File: config.mk
export PLATFORM = sky130hd
export DESIGN_NAME = ir_temp_alert_and_nvm_control
export DESIGN_NICKNAME = d
export VERILOG_FILES = /design/src/core/ir_alert_pkg.sv /design/src/core/ir_temp_alert_and_nvm_control.sv
export VERILOG_INCLUDE_DIRS = /design/src /design/src/core
export SDC_FILE = /design/constraint.sdc
export NUM_CORES = 2
export LEC_CHECK = 0
export BUFFER_PORTS_ARGS = -buffer_cell sky130_fd_sc_hd__buf_2
export CORE_ASPECT_RATIO = 0.5
export CORE_MARGIN = 1.5
export CORE_UTILIZATION = 40
export CTS_CLUSTER_SIZE = 8
export DETAILED_ROUTE_END_ITERATION = 6
export GPL_TIMING_DRIVEN = 0
export PLACE_DENSITY = 0.64
export SLEW_MARGIN = 25
export SYNTH_ARGS = -nofsm -noshare
export SYNTH_HDL_FRONTEND = slang
export SYNTH_SLANG_ARGS = --single-unit
File: constraint.sdc
create_clock -name core_clk -period 41.5 [get_ports core_clk]
set_clock_uncertainty 0.2 [all_clocks]
set_input_delay 6.225 -clock core_clk [delete_from_list [all_inputs] [get_ports core_clk]]
set_output_delay 6.225 -clock core_clk [all_outputs]
set_load 0.01 [all_outputs]
File: src/core/ir_alert_params.svh
// constants for the alert, filter and nonvolatile store block
`ifndef IR_ALERT_PARAMS_SVH
`define IR_ALERT_PARAMS_SVH
// ****************************************
// register indices (5-bit array index; NV control and array top are 8-bit addresses)
// ****************************************
`define REG_VOLT        5'h00
`define REG_DIE         5'h01
`define REG_CONFIG      5'h02
`define REG_OBJ         5'h03
`define REG_STATUS      5'h04
`define REG_MASK        5'h05
`define REG_OBJ_HI      5'h06
`define REG_OBJ_LO      5'h07
`define REG_DIE_HI      5'h08
`define REG_DIE_LO      5'h09
`define REG_DIE_SLOPE_W 5'h11
`define REG_VOLT_SLOPE_W 5'h12
`define REG_NV_CTRL     8'h2A
`define REG_ARRAY_TOP   8'h1F
// ****************************************
// reset values
// ****************************************
`define RST_CONFIG      16'h1440
`define RST_OBJ_HI      16'h7FC0
`define RST_OBJ_LO      16'h8000
`define RST_DIE_HI      16'h7FC0
`define RST_DIE_LO      16'h8000
`define RST_S0          16'h260E
`define RST_A1          16'h0106
`define RST_A2          16'hFF9B
`define RST_B0          16'hFF3A
`define RST_B1          16'hFF71
`define RST_B2          16'h0553
`define RST_DIE_SLOPE_W 16'h0034
// ****************************************
// field positions
// ****************************************
`define CFG_SOFT_RST    15
`define CFG_PIN_GATE    8
`define CFG_TC_ON       6
`define CFG_ALERT_MODE  5
`define MSK_OBJ_HI_EN   13
`define MSK_OBJ_LO_EN   12
`define MSK_DIE_HI_EN   11
`define MSK_DIE_LO_EN   10
`define ST_ALERT        15
`define ST_OBJ_HI       13
`define ST_OBJ_LO       12
`define ST_DIE_HI       11
`define ST_DIE_LO       10
`define ST_NOT_VALID    9
`define ST_OVERFLOW     7
`define NV_KEY          8'h6A
`define NV_GLOAD        0
`define NV_STORE        1
`define NV_SLOAD        2
`define NV_MAX_STORES   4'h8
`define SLOPE_SHIFT     8
// ****************************************
// timing
// ****************************************
`define CLK_MHZ         200
`define LOAD_TIME_US    3000
`define LOAD_CYCLES     (`LOAD_TIME_US * `CLK_MHZ)
`endif

File: src/core/ir_alert_pkg.sv
// types for the alert, filter and nonvolatile store block
`default_nettype none
package ir_alert_pkg;
    typedef enum logic {ST_RUN, ST_LOAD} mode_t;
    typedef struct packed {
        logic        wr;
        logic        rd;
        logic [7:0]  addr;
        logic [15:0] wdata;
    } reg_req_t;
    typedef struct packed {
        logic        valid;
        logic [13:0] die;
        logic [15:0] volt;
    } meas_t;
    typedef struct packed {
        logic        done;
        logic [13:0] obj;
        logic        not_valid;
        logic        overflow;
    } conv_t;
    typedef struct packed {
        mode_t              st;
        logic [19:0]        timer;
        logic [31:0][15:0]  regs;
        logic [31:0][15:0]  nvm;
        logic [31:0]        nvm_ok;
        logic [31:0][3:0]   cnt;
        logic [4:0]         nv_addr;
        logic               obj_hi;
        logic               obj_lo;
        logic               die_hi;
        logic               die_lo;
        logic               latch;
        logic               not_valid;
        logic               overflow;
        logic [13:0]        obj_final;
        logic               filt_ok;
        logic [13:0]        prev_die;
        logic [15:0]        prev_volt;
        logic               have_prev;
        logic [15:0]        rdata;
        logic               ack;
        logic               alert_n;
        logic [15:0]        corr_volt;
        logic               corr_valid;
        logic               conv_abort;
        logic               conv_restart;
        logic               ara_ack;
        logic               ara_lsb;
    } state_t;
endpackage
`default_nettype wire

File: src/core/ir_temp_alert_and_nvm_control.sv
// alert flags, output filter, transient correction and nonvolatile store
// Notes on behaviour
// - correction adds weighted die and voltage slopes
// - filter final is 0.2 raw plus 0.8 old
// - zero weights leave voltage unmodified, filter stays
// - filter step time constant about five samples
// - window mode flags set on limit crossing
// - alert pin driven only when gate set
// - window flags held until status read, pin until read or alert response
// - window-mode alert response releases pin, flags stay
// - comparator high flag with low-limit hysteresis
// - comparator ignores low enables, low flags zero
// - comparator updates only at conversion end
// - store keeps values, eight writes, else defaults
// - loads on reset, general and single load
// - writes-remaining code per location store count
// - store without key is ignored
// - load lasts 3 ms, no acknowledge meanwhile
// - requested load aborts conversion, registers writable after
// - store replaces older value of location
// - alert answer lsb shows high or low
// - general call reset triggers a memory load
`default_nettype none
`include "ir_alert_params.svh"
module ir_temp_alert_and_nvm_control #(
    parameter int LOAD_CYCLES = `LOAD_CYCLES
) (
    input  wire logic                   core_clk,
    input  wire logic                   reset,
    input  wire ir_alert_pkg::reg_req_t reg_req,
    output logic [15:0]                 reg_rdata,
    output logic                        reg_ack,
    output logic                        bus_busy,
    input  wire ir_alert_pkg::meas_t    meas,
    input  wire ir_alert_pkg::conv_t    conv,
    output logic [15:0]                 thermopile_voltage,
    output logic                        corr_valid,
    output logic                        conv_abort,
    output logic                        conv_restart,
    input  wire logic                   gcall_reset,
    input  wire logic                   ara_req,
    input  wire logic                   ara_won,
    output logic                        ara_ack,
    output logic                        ara_lsb,
    output logic                        alert_n
);
    localparam logic [19:0] TIMER_TOP = 20'(LOAD_CYCLES - 1);

    ir_alert_pkg::state_t st_r;
    ir_alert_pkg::state_t st_nxt;

    // ****************************************
    // helper functions
    // ****************************************
    function automatic logic writable(input logic [4:0] a);
        writable = (a == `REG_CONFIG) || (a == `REG_MASK) ||
                   (a >= `REG_OBJ_HI && a <= `REG_VOLT_SLOPE_W);
    endfunction

    // factory value of a location that was never stored
    function automatic logic [15:0] dflt(input logic [4:0] a);
        case (a)
            `REG_CONFIG:      dflt = `RST_CONFIG;
            `REG_OBJ_HI:      dflt = `RST_OBJ_HI;
            `REG_OBJ_LO:      dflt = `RST_OBJ_LO;
            `REG_DIE_HI:      dflt = `RST_DIE_HI;
            `REG_DIE_LO:      dflt = `RST_DIE_LO;
            5'h0A:            dflt = `RST_S0;
            5'h0B:            dflt = `RST_A1;
            5'h0C:            dflt = `RST_A2;
            5'h0D:            dflt = `RST_B0;
            5'h0E:            dflt = `RST_B1;
            5'h0F:            dflt = `RST_B2;
            `REG_DIE_SLOPE_W: dflt = `RST_DIE_SLOPE_W;
            default:          dflt = 16'h0000;
        endcase
    endfunction

    // limit holds the top ten temperature bits
    function automatic logic above(input logic [13:0] t,
                                   input logic [15:0] lim);
        above = $signed(t[13:4]) > $signed(lim[15:6]);
    endfunction

    function automatic logic below(input logic [13:0] t,
                                   input logic [15:0] lim);
        below = $signed(t[13:4]) < $signed(lim[15:6]);
    endfunction

    // zero or one store both read 000, then one per store
    function automatic logic [2:0] writes_remaining_code(input logic [3:0] c);
        writes_remaining_code = (c <= 4'h1) ? 3'h0 : 3'(c - 4'h1);
    endfunction

    function automatic logic [15:0] wslope(input logic [15:0] w,
                                           input logic [16:0] d);
        logic signed [32:0] p;
        p = $signed(w) * $signed(d);
        wslope = 16'(p >>> `SLOPE_SHIFT);
    endfunction

    // ****************************************
    // access decode
    // ****************************************
    logic        run;
    logic        wr;
    logic        rd;
    logic [4:0]  ra;
    logic        in_array;
    logic        comp_mode;
    logic        tc_on;
    logic [15:0] msk;
    logic        key_ok;
    logic        stat_rd;
    logic [15:0] rd_val;

    assign run       = (st_r.st == ir_alert_pkg::ST_RUN);
    assign wr        = run & reg_req.wr;
    assign rd        = run & reg_req.rd & ~reg_req.wr;
    assign ra        = reg_req.addr[4:0];
    assign in_array  = reg_req.addr <= `REG_ARRAY_TOP;
    assign comp_mode = st_r.regs[`REG_CONFIG][`CFG_ALERT_MODE];
    assign tc_on     = st_r.regs[`REG_CONFIG][`CFG_TC_ON];
    assign msk       = st_r.regs[`REG_MASK];
    assign key_ok    = reg_req.wdata[15:8] == `NV_KEY;
    assign stat_rd   = rd & in_array & (ra == `REG_STATUS);

    // read mux; low flags forced to zero in comparator mode
    always_comb begin
        rd_val = 16'h0000;
        if (reg_req.addr == `REG_NV_CTRL) begin
            rd_val = {4'h0, writes_remaining_code(st_r.cnt[st_r.nv_addr]), 1'b0,
                      st_r.nv_addr, 3'h0};
        end else if (in_array) begin
            unique case (ra)
                `REG_STATUS: begin
                    rd_val[`ST_ALERT]     = ~st_r.alert_n;
                    rd_val[`ST_OBJ_HI]    = st_r.obj_hi;
                    rd_val[`ST_OBJ_LO]    = st_r.obj_lo & ~comp_mode;
                    rd_val[`ST_DIE_HI]    = st_r.die_hi;
                    rd_val[`ST_DIE_LO]    = st_r.die_lo & ~comp_mode;
                    rd_val[`ST_NOT_VALID] = st_r.not_valid;
                    rd_val[`ST_OVERFLOW]  = st_r.overflow;
                end
                `REG_OBJ:
                    rd_val = {st_r.obj_final, 1'b0, st_r.not_valid};
                default: rd_val = st_r.regs[ra];
            endcase
        end
    end

    // ****************************************
    // next state
    // ****************************************
    logic        load_all;
    logic        load_one;
    logic [4:0]  tgt;
    logic [16:0] dd;
    logic [16:0] dv;
    logic [16:0] fsum;
    logic        hi_o;
    logic        lo_o;
    logic        hi_d;
    logic        lo_d;
    logic        pwr_load;

    always_comb begin
        st_nxt       = st_r;
        load_all     = 1'b0;
        load_one     = 1'b0;
        tgt          = reg_req.wdata[7:3];
        dd           = 17'h00000;
        dv           = 17'h00000;
        fsum         = 17'h00000;
        hi_o         = 1'b0;
        lo_o         = 1'b0;
        hi_d         = 1'b0;
        lo_d         = 1'b0;
        pwr_load     = !run && st_r.timer == TIMER_TOP && !st_r.conv_abort;
        st_nxt.ack          = 1'b0;
        st_nxt.corr_valid   = 1'b0;
        st_nxt.conv_abort   = 1'b0;
        st_nxt.conv_restart = 1'b0;
        st_nxt.ara_ack      = 1'b0;

        // busy window countdown from own clock
        if (!run) begin
            if (st_r.timer == 20'h00000) begin
                st_nxt.st           = ir_alert_pkg::ST_RUN;
                st_nxt.conv_restart = 1'b1;
            end else begin
                st_nxt.timer = st_r.timer - 20'h00001;
            end
        end

        // register writes and reads
        if (wr) begin
            st_nxt.ack = 1'b1;
            if (in_array && writable(ra)) begin
                st_nxt.regs[ra] = reg_req.wdata;
            end
            if (in_array && ra == `REG_CONFIG &&
                reg_req.wdata[`CFG_SOFT_RST]) begin
                st_nxt.regs[`REG_CONFIG][`CFG_SOFT_RST] = 1'b0;
                load_all = 1'b1;
            end
            if (reg_req.addr == `REG_NV_CTRL && key_ok) begin
                st_nxt.nv_addr = tgt;
                if (reg_req.wdata[`NV_STORE] && writable(tgt) &&
                    st_r.cnt[tgt] < `NV_MAX_STORES) begin
                    st_nxt.nvm[tgt]    = st_r.regs[tgt];
                    st_nxt.nvm_ok[tgt] = 1'b1;
                    st_nxt.cnt[tgt]    = st_r.cnt[tgt] + 4'h1;
                end
                load_all = load_all | reg_req.wdata[`NV_GLOAD];
                load_one = reg_req.wdata[`NV_SLOAD] & writable(tgt);
            end
        end else if (rd) begin
            st_nxt.ack   = 1'b1;
            st_nxt.rdata = rd_val;
        end
        load_all = load_all | gcall_reset;

        // copy the image into the registers; the power-on load has no
        // abort pulse, which keeps it apart from a requested load
        if (load_all || load_one || pwr_load) begin
            for (int i = 0; i < 32; i++) begin
                if (writable(5'(i)) &&
                    (load_all || pwr_load || 5'(i) == tgt)) begin
                    st_nxt.regs[i] = st_nxt.nvm_ok[i] ?
                                     st_nxt.nvm[i] : dflt(5'(i));
                end
            end
        end
        // open the busy window
        if (load_all || load_one) begin
            st_nxt.st           = ir_alert_pkg::ST_LOAD;
            st_nxt.timer        = TIMER_TOP;
            st_nxt.conv_abort   = 1'b1;
            st_nxt.conv_restart = 1'b0;
            st_nxt.have_prev    = 1'b0;
            st_nxt.filt_ok      = 1'b0;
        end

        // transient correction of the sensor voltage
        if (run && meas.valid && !load_all && !load_one) begin
            dd = 17'($signed(meas.die) - $signed(st_r.prev_die));
            dv = 17'($signed(meas.volt) - $signed(st_r.prev_volt));
            st_nxt.regs[`REG_VOLT] = meas.volt;
            st_nxt.regs[`REG_DIE]  = {meas.die, 2'b00};
            st_nxt.prev_die        = meas.die;
            st_nxt.prev_volt       = meas.volt;
            st_nxt.have_prev       = 1'b1;
            st_nxt.corr_valid      = 1'b1;
            st_nxt.corr_volt       = meas.volt;
            // zero weights give zero products, so raw volts pass
            if (tc_on && st_r.have_prev) begin
                st_nxt.corr_volt = meas.volt +
                    wslope(st_r.regs[`REG_DIE_SLOPE_W], dd) +
                    wslope(st_r.regs[`REG_VOLT_SLOPE_W], dv);
            end
        end

        // status read clears window flags; a new event still wins
        if (stat_rd && !comp_mode) begin
            st_nxt.obj_hi = 1'b0;
            st_nxt.obj_lo = 1'b0;
            st_nxt.die_hi = 1'b0;
            st_nxt.die_lo = 1'b0;
            st_nxt.latch  = 1'b0;
        end
        if (ara_won && !comp_mode) begin
            st_nxt.latch = 1'b0;
        end

        // end of conversion: filter, then limit flags
        if (run && conv.done && !load_all && !load_one) begin
            st_nxt.not_valid = conv.not_valid;
            st_nxt.overflow  = conv.overflow;
            st_nxt.obj_final = conv.obj;
            st_nxt.filt_ok   = 1'b1;
            if (tc_on && st_r.filt_ok) begin
                // (raw + 4 old) / 5, a five-sample time constant
                fsum = 17'($signed(conv.obj)) +
                       17'($signed({st_r.obj_final, 2'b00}));
                st_nxt.obj_final = 14'($signed(fsum) / 17'sd5);
            end
            hi_o = above(st_nxt.obj_final, st_r.regs[`REG_OBJ_HI]);
            lo_o = below(st_nxt.obj_final, st_r.regs[`REG_OBJ_LO]);
            hi_d = above(st_r.regs[`REG_DIE][15:2],
                         st_r.regs[`REG_DIE_HI]);
            lo_d = below(st_r.regs[`REG_DIE][15:2],
                         st_r.regs[`REG_DIE_LO]);
            if (comp_mode) begin
                st_nxt.obj_hi = msk[`MSK_OBJ_HI_EN] &
                    (hi_o | (st_r.obj_hi & ~lo_o));
                st_nxt.die_hi = msk[`MSK_DIE_HI_EN] &
                    (hi_d | (st_r.die_hi & ~lo_d));
                st_nxt.obj_lo = 1'b0;
                st_nxt.die_lo = 1'b0;
            end else begin
                hi_o = hi_o & msk[`MSK_OBJ_HI_EN];
                lo_o = lo_o & msk[`MSK_OBJ_LO_EN];
                hi_d = hi_d & msk[`MSK_DIE_HI_EN];
                lo_d = lo_d & msk[`MSK_DIE_LO_EN];
                st_nxt.obj_hi = st_nxt.obj_hi | hi_o;
                st_nxt.obj_lo = st_nxt.obj_lo | lo_o;
                st_nxt.die_hi = st_nxt.die_hi | hi_d;
                st_nxt.die_lo = st_nxt.die_lo | lo_d;
                st_nxt.latch  = st_nxt.latch | hi_o | lo_o | hi_d | lo_d;
            end
        end

        // answer an alert response while the pin is active
        if (ara_req && !st_r.alert_n) begin
            st_nxt.ara_ack = 1'b1;
            st_nxt.ara_lsb = st_r.obj_hi | st_r.die_hi;
        end

        // pin follows flags in comparator mode, the latch otherwise
        st_nxt.alert_n = ~(st_nxt.regs[`REG_CONFIG][`CFG_PIN_GATE] &
            (st_nxt.regs[`REG_CONFIG][`CFG_ALERT_MODE] ?
             (st_nxt.obj_hi | st_nxt.die_hi) : st_nxt.latch));
    end

    // ****************************************
    // state register
    // ****************************************
    // the store is cleared only by the power-on reset input
    always_ff @(posedge core_clk or posedge reset) begin
        if (reset) begin
            st_r <= '{st: ir_alert_pkg::ST_LOAD, timer: TIMER_TOP,
                      alert_n: 1'b1, default: '0};
        end else begin
            st_r <= st_nxt;
        end
    end

    assign reg_rdata          = st_r.rdata;
    assign reg_ack            = st_r.ack;
    assign bus_busy           = (st_r.st == ir_alert_pkg::ST_LOAD);
    assign thermopile_voltage = st_r.corr_volt;
    assign corr_valid         = st_r.corr_valid;
    assign conv_abort         = st_r.conv_abort;
    assign conv_restart       = st_r.conv_restart;
    assign ara_ack            = st_r.ara_ack;
    assign ara_lsb            = st_r.ara_lsb;
    assign alert_n            = st_r.alert_n;
endmodule
`default_nettype wire

==> impl_summary.md <==
Outcome
The flow ran to the end, but the final reports show violations. The checks that failed: DRC.

Timing
The final critical path time including I/O delays and setup is ~19 ns. The worst max-slew margin expressed relative to the limit is 0.209. In the finished design, the share of the clock period the worst path needs comes to 0.464.

The final number of hold-violating endpoints is 0. The setup TNS after final layout is 0 ns. The final number of max-transition violations was 0. Setup repair after global routing left no endpoint under its margin. The final number of setup-violating endpoints is 0. The worst path meets setup with 22.23 ns of slack. For this run, the top clock speed supported by timing is just over 0.05 GHz. At the pin with the least slew margin, the transition time is around 1.2 ns.

Floorplan
The die is approximately 600 um wide. The area of the die is 179,000 um^2. The count of standard-cell rows is approximately 110. In this run the vertical extent of the chip is 300 um.

The floorplan step defined a core boundary enclosing 174,000 um^2. The boundary pin count is between 100 and 150. For this configuration, the core starts out at a cell density of 0.404.

Synth
The count of synthesis-stage warnings from yosys is 0. In the post-synthesis netlist, the biggest area contributors are sky130_fd_sc_hd__dfrtp_1 (36%), sky130_fd_sc_hd__mux4_2 (13%), sky130_fd_sc_hd__fa_1 (11%). The synthesized design contains between 1,000 and 1,500 register bits. The total nets after synthesis is about 7,500. In this run the mean area of a mapped cell was a little over 10 um^2. The async set or reset register ratio after synthesis is 1.00. The cell count after synthesis is 6,816. The most used flip-flop cell after synthesis is sky130_fd_sc_hd__dfrtp_1. The area share of the largest cell type after synthesis is 0.355. Yosys mapped a number of flops with a built-in enable equal to 0.

The area of the mapped netlist is about 70,000 um^2. Synthesis instantiated 114 different standard cells from the library. The sequential area share after synthesis is 0.361.

sky130_fd_sc_hd__dfrtp_1 takes more of the synthesized area than any other cell.

Critical path
Data on the critical path arrives at its endpoint at 19.78 ns. For this design, the slowest cell found on the critical path is sky130_fd_sc_hd__o22ai_1. STA puts the critical path data required time at around 42 ns. The element type at the critical path start is an input port. The largest single stage delay on the critical path is 0.62 ns. The endpoint class of the critical path is a flip-flop. The maximum fanout along the worst path is 10. The critical path class is input port to flip-flop.

Clocking
The insertion delay of the later-clocked pin in the worst-skew pair is 0.79 ns. The number of buffers on the longest clock path is 3. The TritonCTS clock tree is yes.

The clock transition at the registers of the reported paths is 0.05 ns. The H-tree level count is 4. In this run, CTS created clock tree buffers numbering roughly 150. The number of clock sinks is 1,013. The hold buffer count at CTS is 0. The number of setup buffers added after CTS is 0.

The post-cts resize count is 0. The buffer type at the clock tree root is sky130_fd_sc_hd__clkbuf_16.

Power
The design draws 5000 uW. IR analysis of the VDD net gives a maximum drop of around 0.00014 V. In this run the static leakage power is between 0.03 and 0.04 uW.

Power spread over the standard cell area amounts to between 60 and 70 nW/um^2.

Drt
Dividing the detail-routed wire length by the instance count gives around 29 um. In this run, the number of DRC markers left after iteration 0 of detailed routing was approximately 7,500. For this run, the detailed router's first-pass iteration total came to 7. The number of nets still failing antenna checks after routing is 0. The total via count after detailed routing is between 50,000 and 60,000.

The remaining routing DRC violations is 2. Summed over all layers, the routed wires come to between 200,000 and 300,000 um. Using the TritonRoute via totals, the vias-per-cell ratio works out to ~6.0.

Placement
The placement-stage worst setup slack is approximately 22 ns. The cell count after placement is between 9,000 and 10,000. The placer congestion estimate is ~1.1. In this run the cell area measured after placement is roughly 75,000 um^2. The wire-length estimate of the detail-placed layout is around 210,000 um.

The total of buffers placed on input and output ports is about 110.

Global routing
The global-route wire length before repair is roughly 400,000 um. For this run the aggregate overflow at the end of global routing stands at 0. For this run, the total global-route usage over all layers was measured as 0.304. The number of global-route vias before repair is between 50,000 and 60,000. Entering global routing, the biggest net connects between 100 and 150 pins. The initial antenna violation count is 22.

Finish
Registers take 25,400 um^2. Of the cells placed in the final design, the portion with a size suffix greater than 1 is 0.160. The multi-input combinational cells in the finished layout cover a total of 39,900 um^2. For this run, the post-layout net count is just under 8,000.

The final cell count without fillers is 9,476. From synthesis to final layout, the design area changed by 12.1%. The number of inserted filler cells in the final layout is ~16,000. The cell area after layout is roughly 79,000 um^2.

Run
The max-capacitance violation count is 0.

Min path
The min-delay analysis places its worst path in the category flip-flop to flip-flop.
[sequential cells by signal, indices dropped and copies added, names as in the netlist, 16 cells and up]
signal	cells
thermopile_voltage	16
reg_rdata	16
st_r	956
msk	16
[kinds of logic after synthesis]
family                   after synthesis  share of synthesized area
AND/OR/NAND/NOR                     2083                      0.133
buffers and inverters               1317                     0.0729
flip-flops                          1013                      0.361
multiplexers                         752                      0.180
adder cells (fa/ha/maj)              630                      0.153
XOR/XNOR                             144                     0.0179
AO/OA/AOI/OAI                        877                     0.0831
[worst paths after layout]
path	start	to	slack (ns)	depth (start not counted)
setup / recovery	conv[4]	alert_n	22.23	52
hold / removal	st_r[240]	st_r[240]	0.26	1
setup reg to reg	st_r[71]	alert_n	27.33	51
hold reg to reg	st_r[240]	st_r[240]	0.26	1
max in group asynchronous	reset	alert_n	33.78	6
min in group asynchronous	reset	conv_restart	5.21	2
[routing by layer]
layer / up-vias / wire length [um] / GRT usage
met2: 3521 / 112000 / 0.430
met1: 29000 / 108000 / 0.410
li1: 23500 / - / -
met4: 16 / 18300 / 0.179
met3: 829 / 33800 / 0.0967
met5: - / 95 / 0
[cells in the final DEF (no fill, tap or decap), types with 157 or more instances in the layout]
master and n:
sky130_fd_sc_hd__buf_2 157, sky130_fd_sc_hd__mux2i_1 207, sky130_fd_sc_hd__and2_1 165, sky130_fd_sc_hd__nand2_1 735, sky130_fd_sc_hd__clkbuf_1 604, sky130_fd_sc_hd__ha_1 245
sky130_fd_sc_hd__fa_1 384, sky130_fd_sc_hd__nor2_1 700, sky130_fd_sc_hd__dfrtp_1 998, sky130_fd_sc_hd__mux4_2 392, sky130_fd_sc_hd__inv_1 566, sky130_fd_sc_hd__o21ai_0 284
[synthesized netlist by cell type, drive strengths merged, types with 8 or more instances]
cell type	n
and3	20
nand2b	56
o211a	11
dfstp	15
a221oi	14
or3	18
mux4	392
o21bai	24
buf	103
inv	567
ha	245
nand3	135
o31ai	9
o21a	34
a21o	39
a311oi	10
xor2	37
mux2	151
a211oi	18
nor4	20
dfrtp	998
o2bb2ai	27
nor2b	41
and2	169
a31o	30
xnor2	107
o41ai	8
or2	43
nor3	79
o21ai	301
nand4	20
a22oi	15
o22a	14
fa	384
nor2	706
nand2	736
o211ai	26
mux2i	209
a31oi	88
clkbuf	644
nand3b	8
a21oi	131
[stage by stage]
stage,hold WS [ns],utilization
after global routing,0.269,0.453
after CTS,0.262,0.453
after detailed placement,0.251,0.429
after floorplan,0.233,-
after global placement,0.241,0.424
final,0.261,0.453
[area by class of cell]
type / instances / share of cell area
Clock buffer: 169 / 0.0473
Inverter: 570 / 0.0272
Clock inverter: 17 / 0.00481
Timing Repair Buffer: 142 / 0.0161
Sequential cell: 1013 / 0.322
Multi-Input combinational cell: 4486 / 0.506
Tap cell: 2310 / 0.0366
Buffer: 747 / 0.0395
Antenna cell: 22 / 0.000698
[where the power goes]
part / switching [uW] / internal [uW]
combinational: 1760 / 1100
sequential: 18.0 / 1000
clock: 474 / 647
total: 2250 / 2750
[critical path, delay by kind of cell]
| kind | cells | cell delay (ns) |
|---|---|---|
| buffers and inverters | 5 | 1.04 |
| multiplexers | 1 | 0.47 |
| AND/OR/NAND/NOR | 11 | 1.75 |
| XOR/XNOR | 2 | 0.49 |
| AO/OA/AOI/OAI | 27 | 7.89 |
| adder cells (fa/ha/maj) | 6 | 1.89 |
No activity file was read; power rests on OpenSTA's default activity.
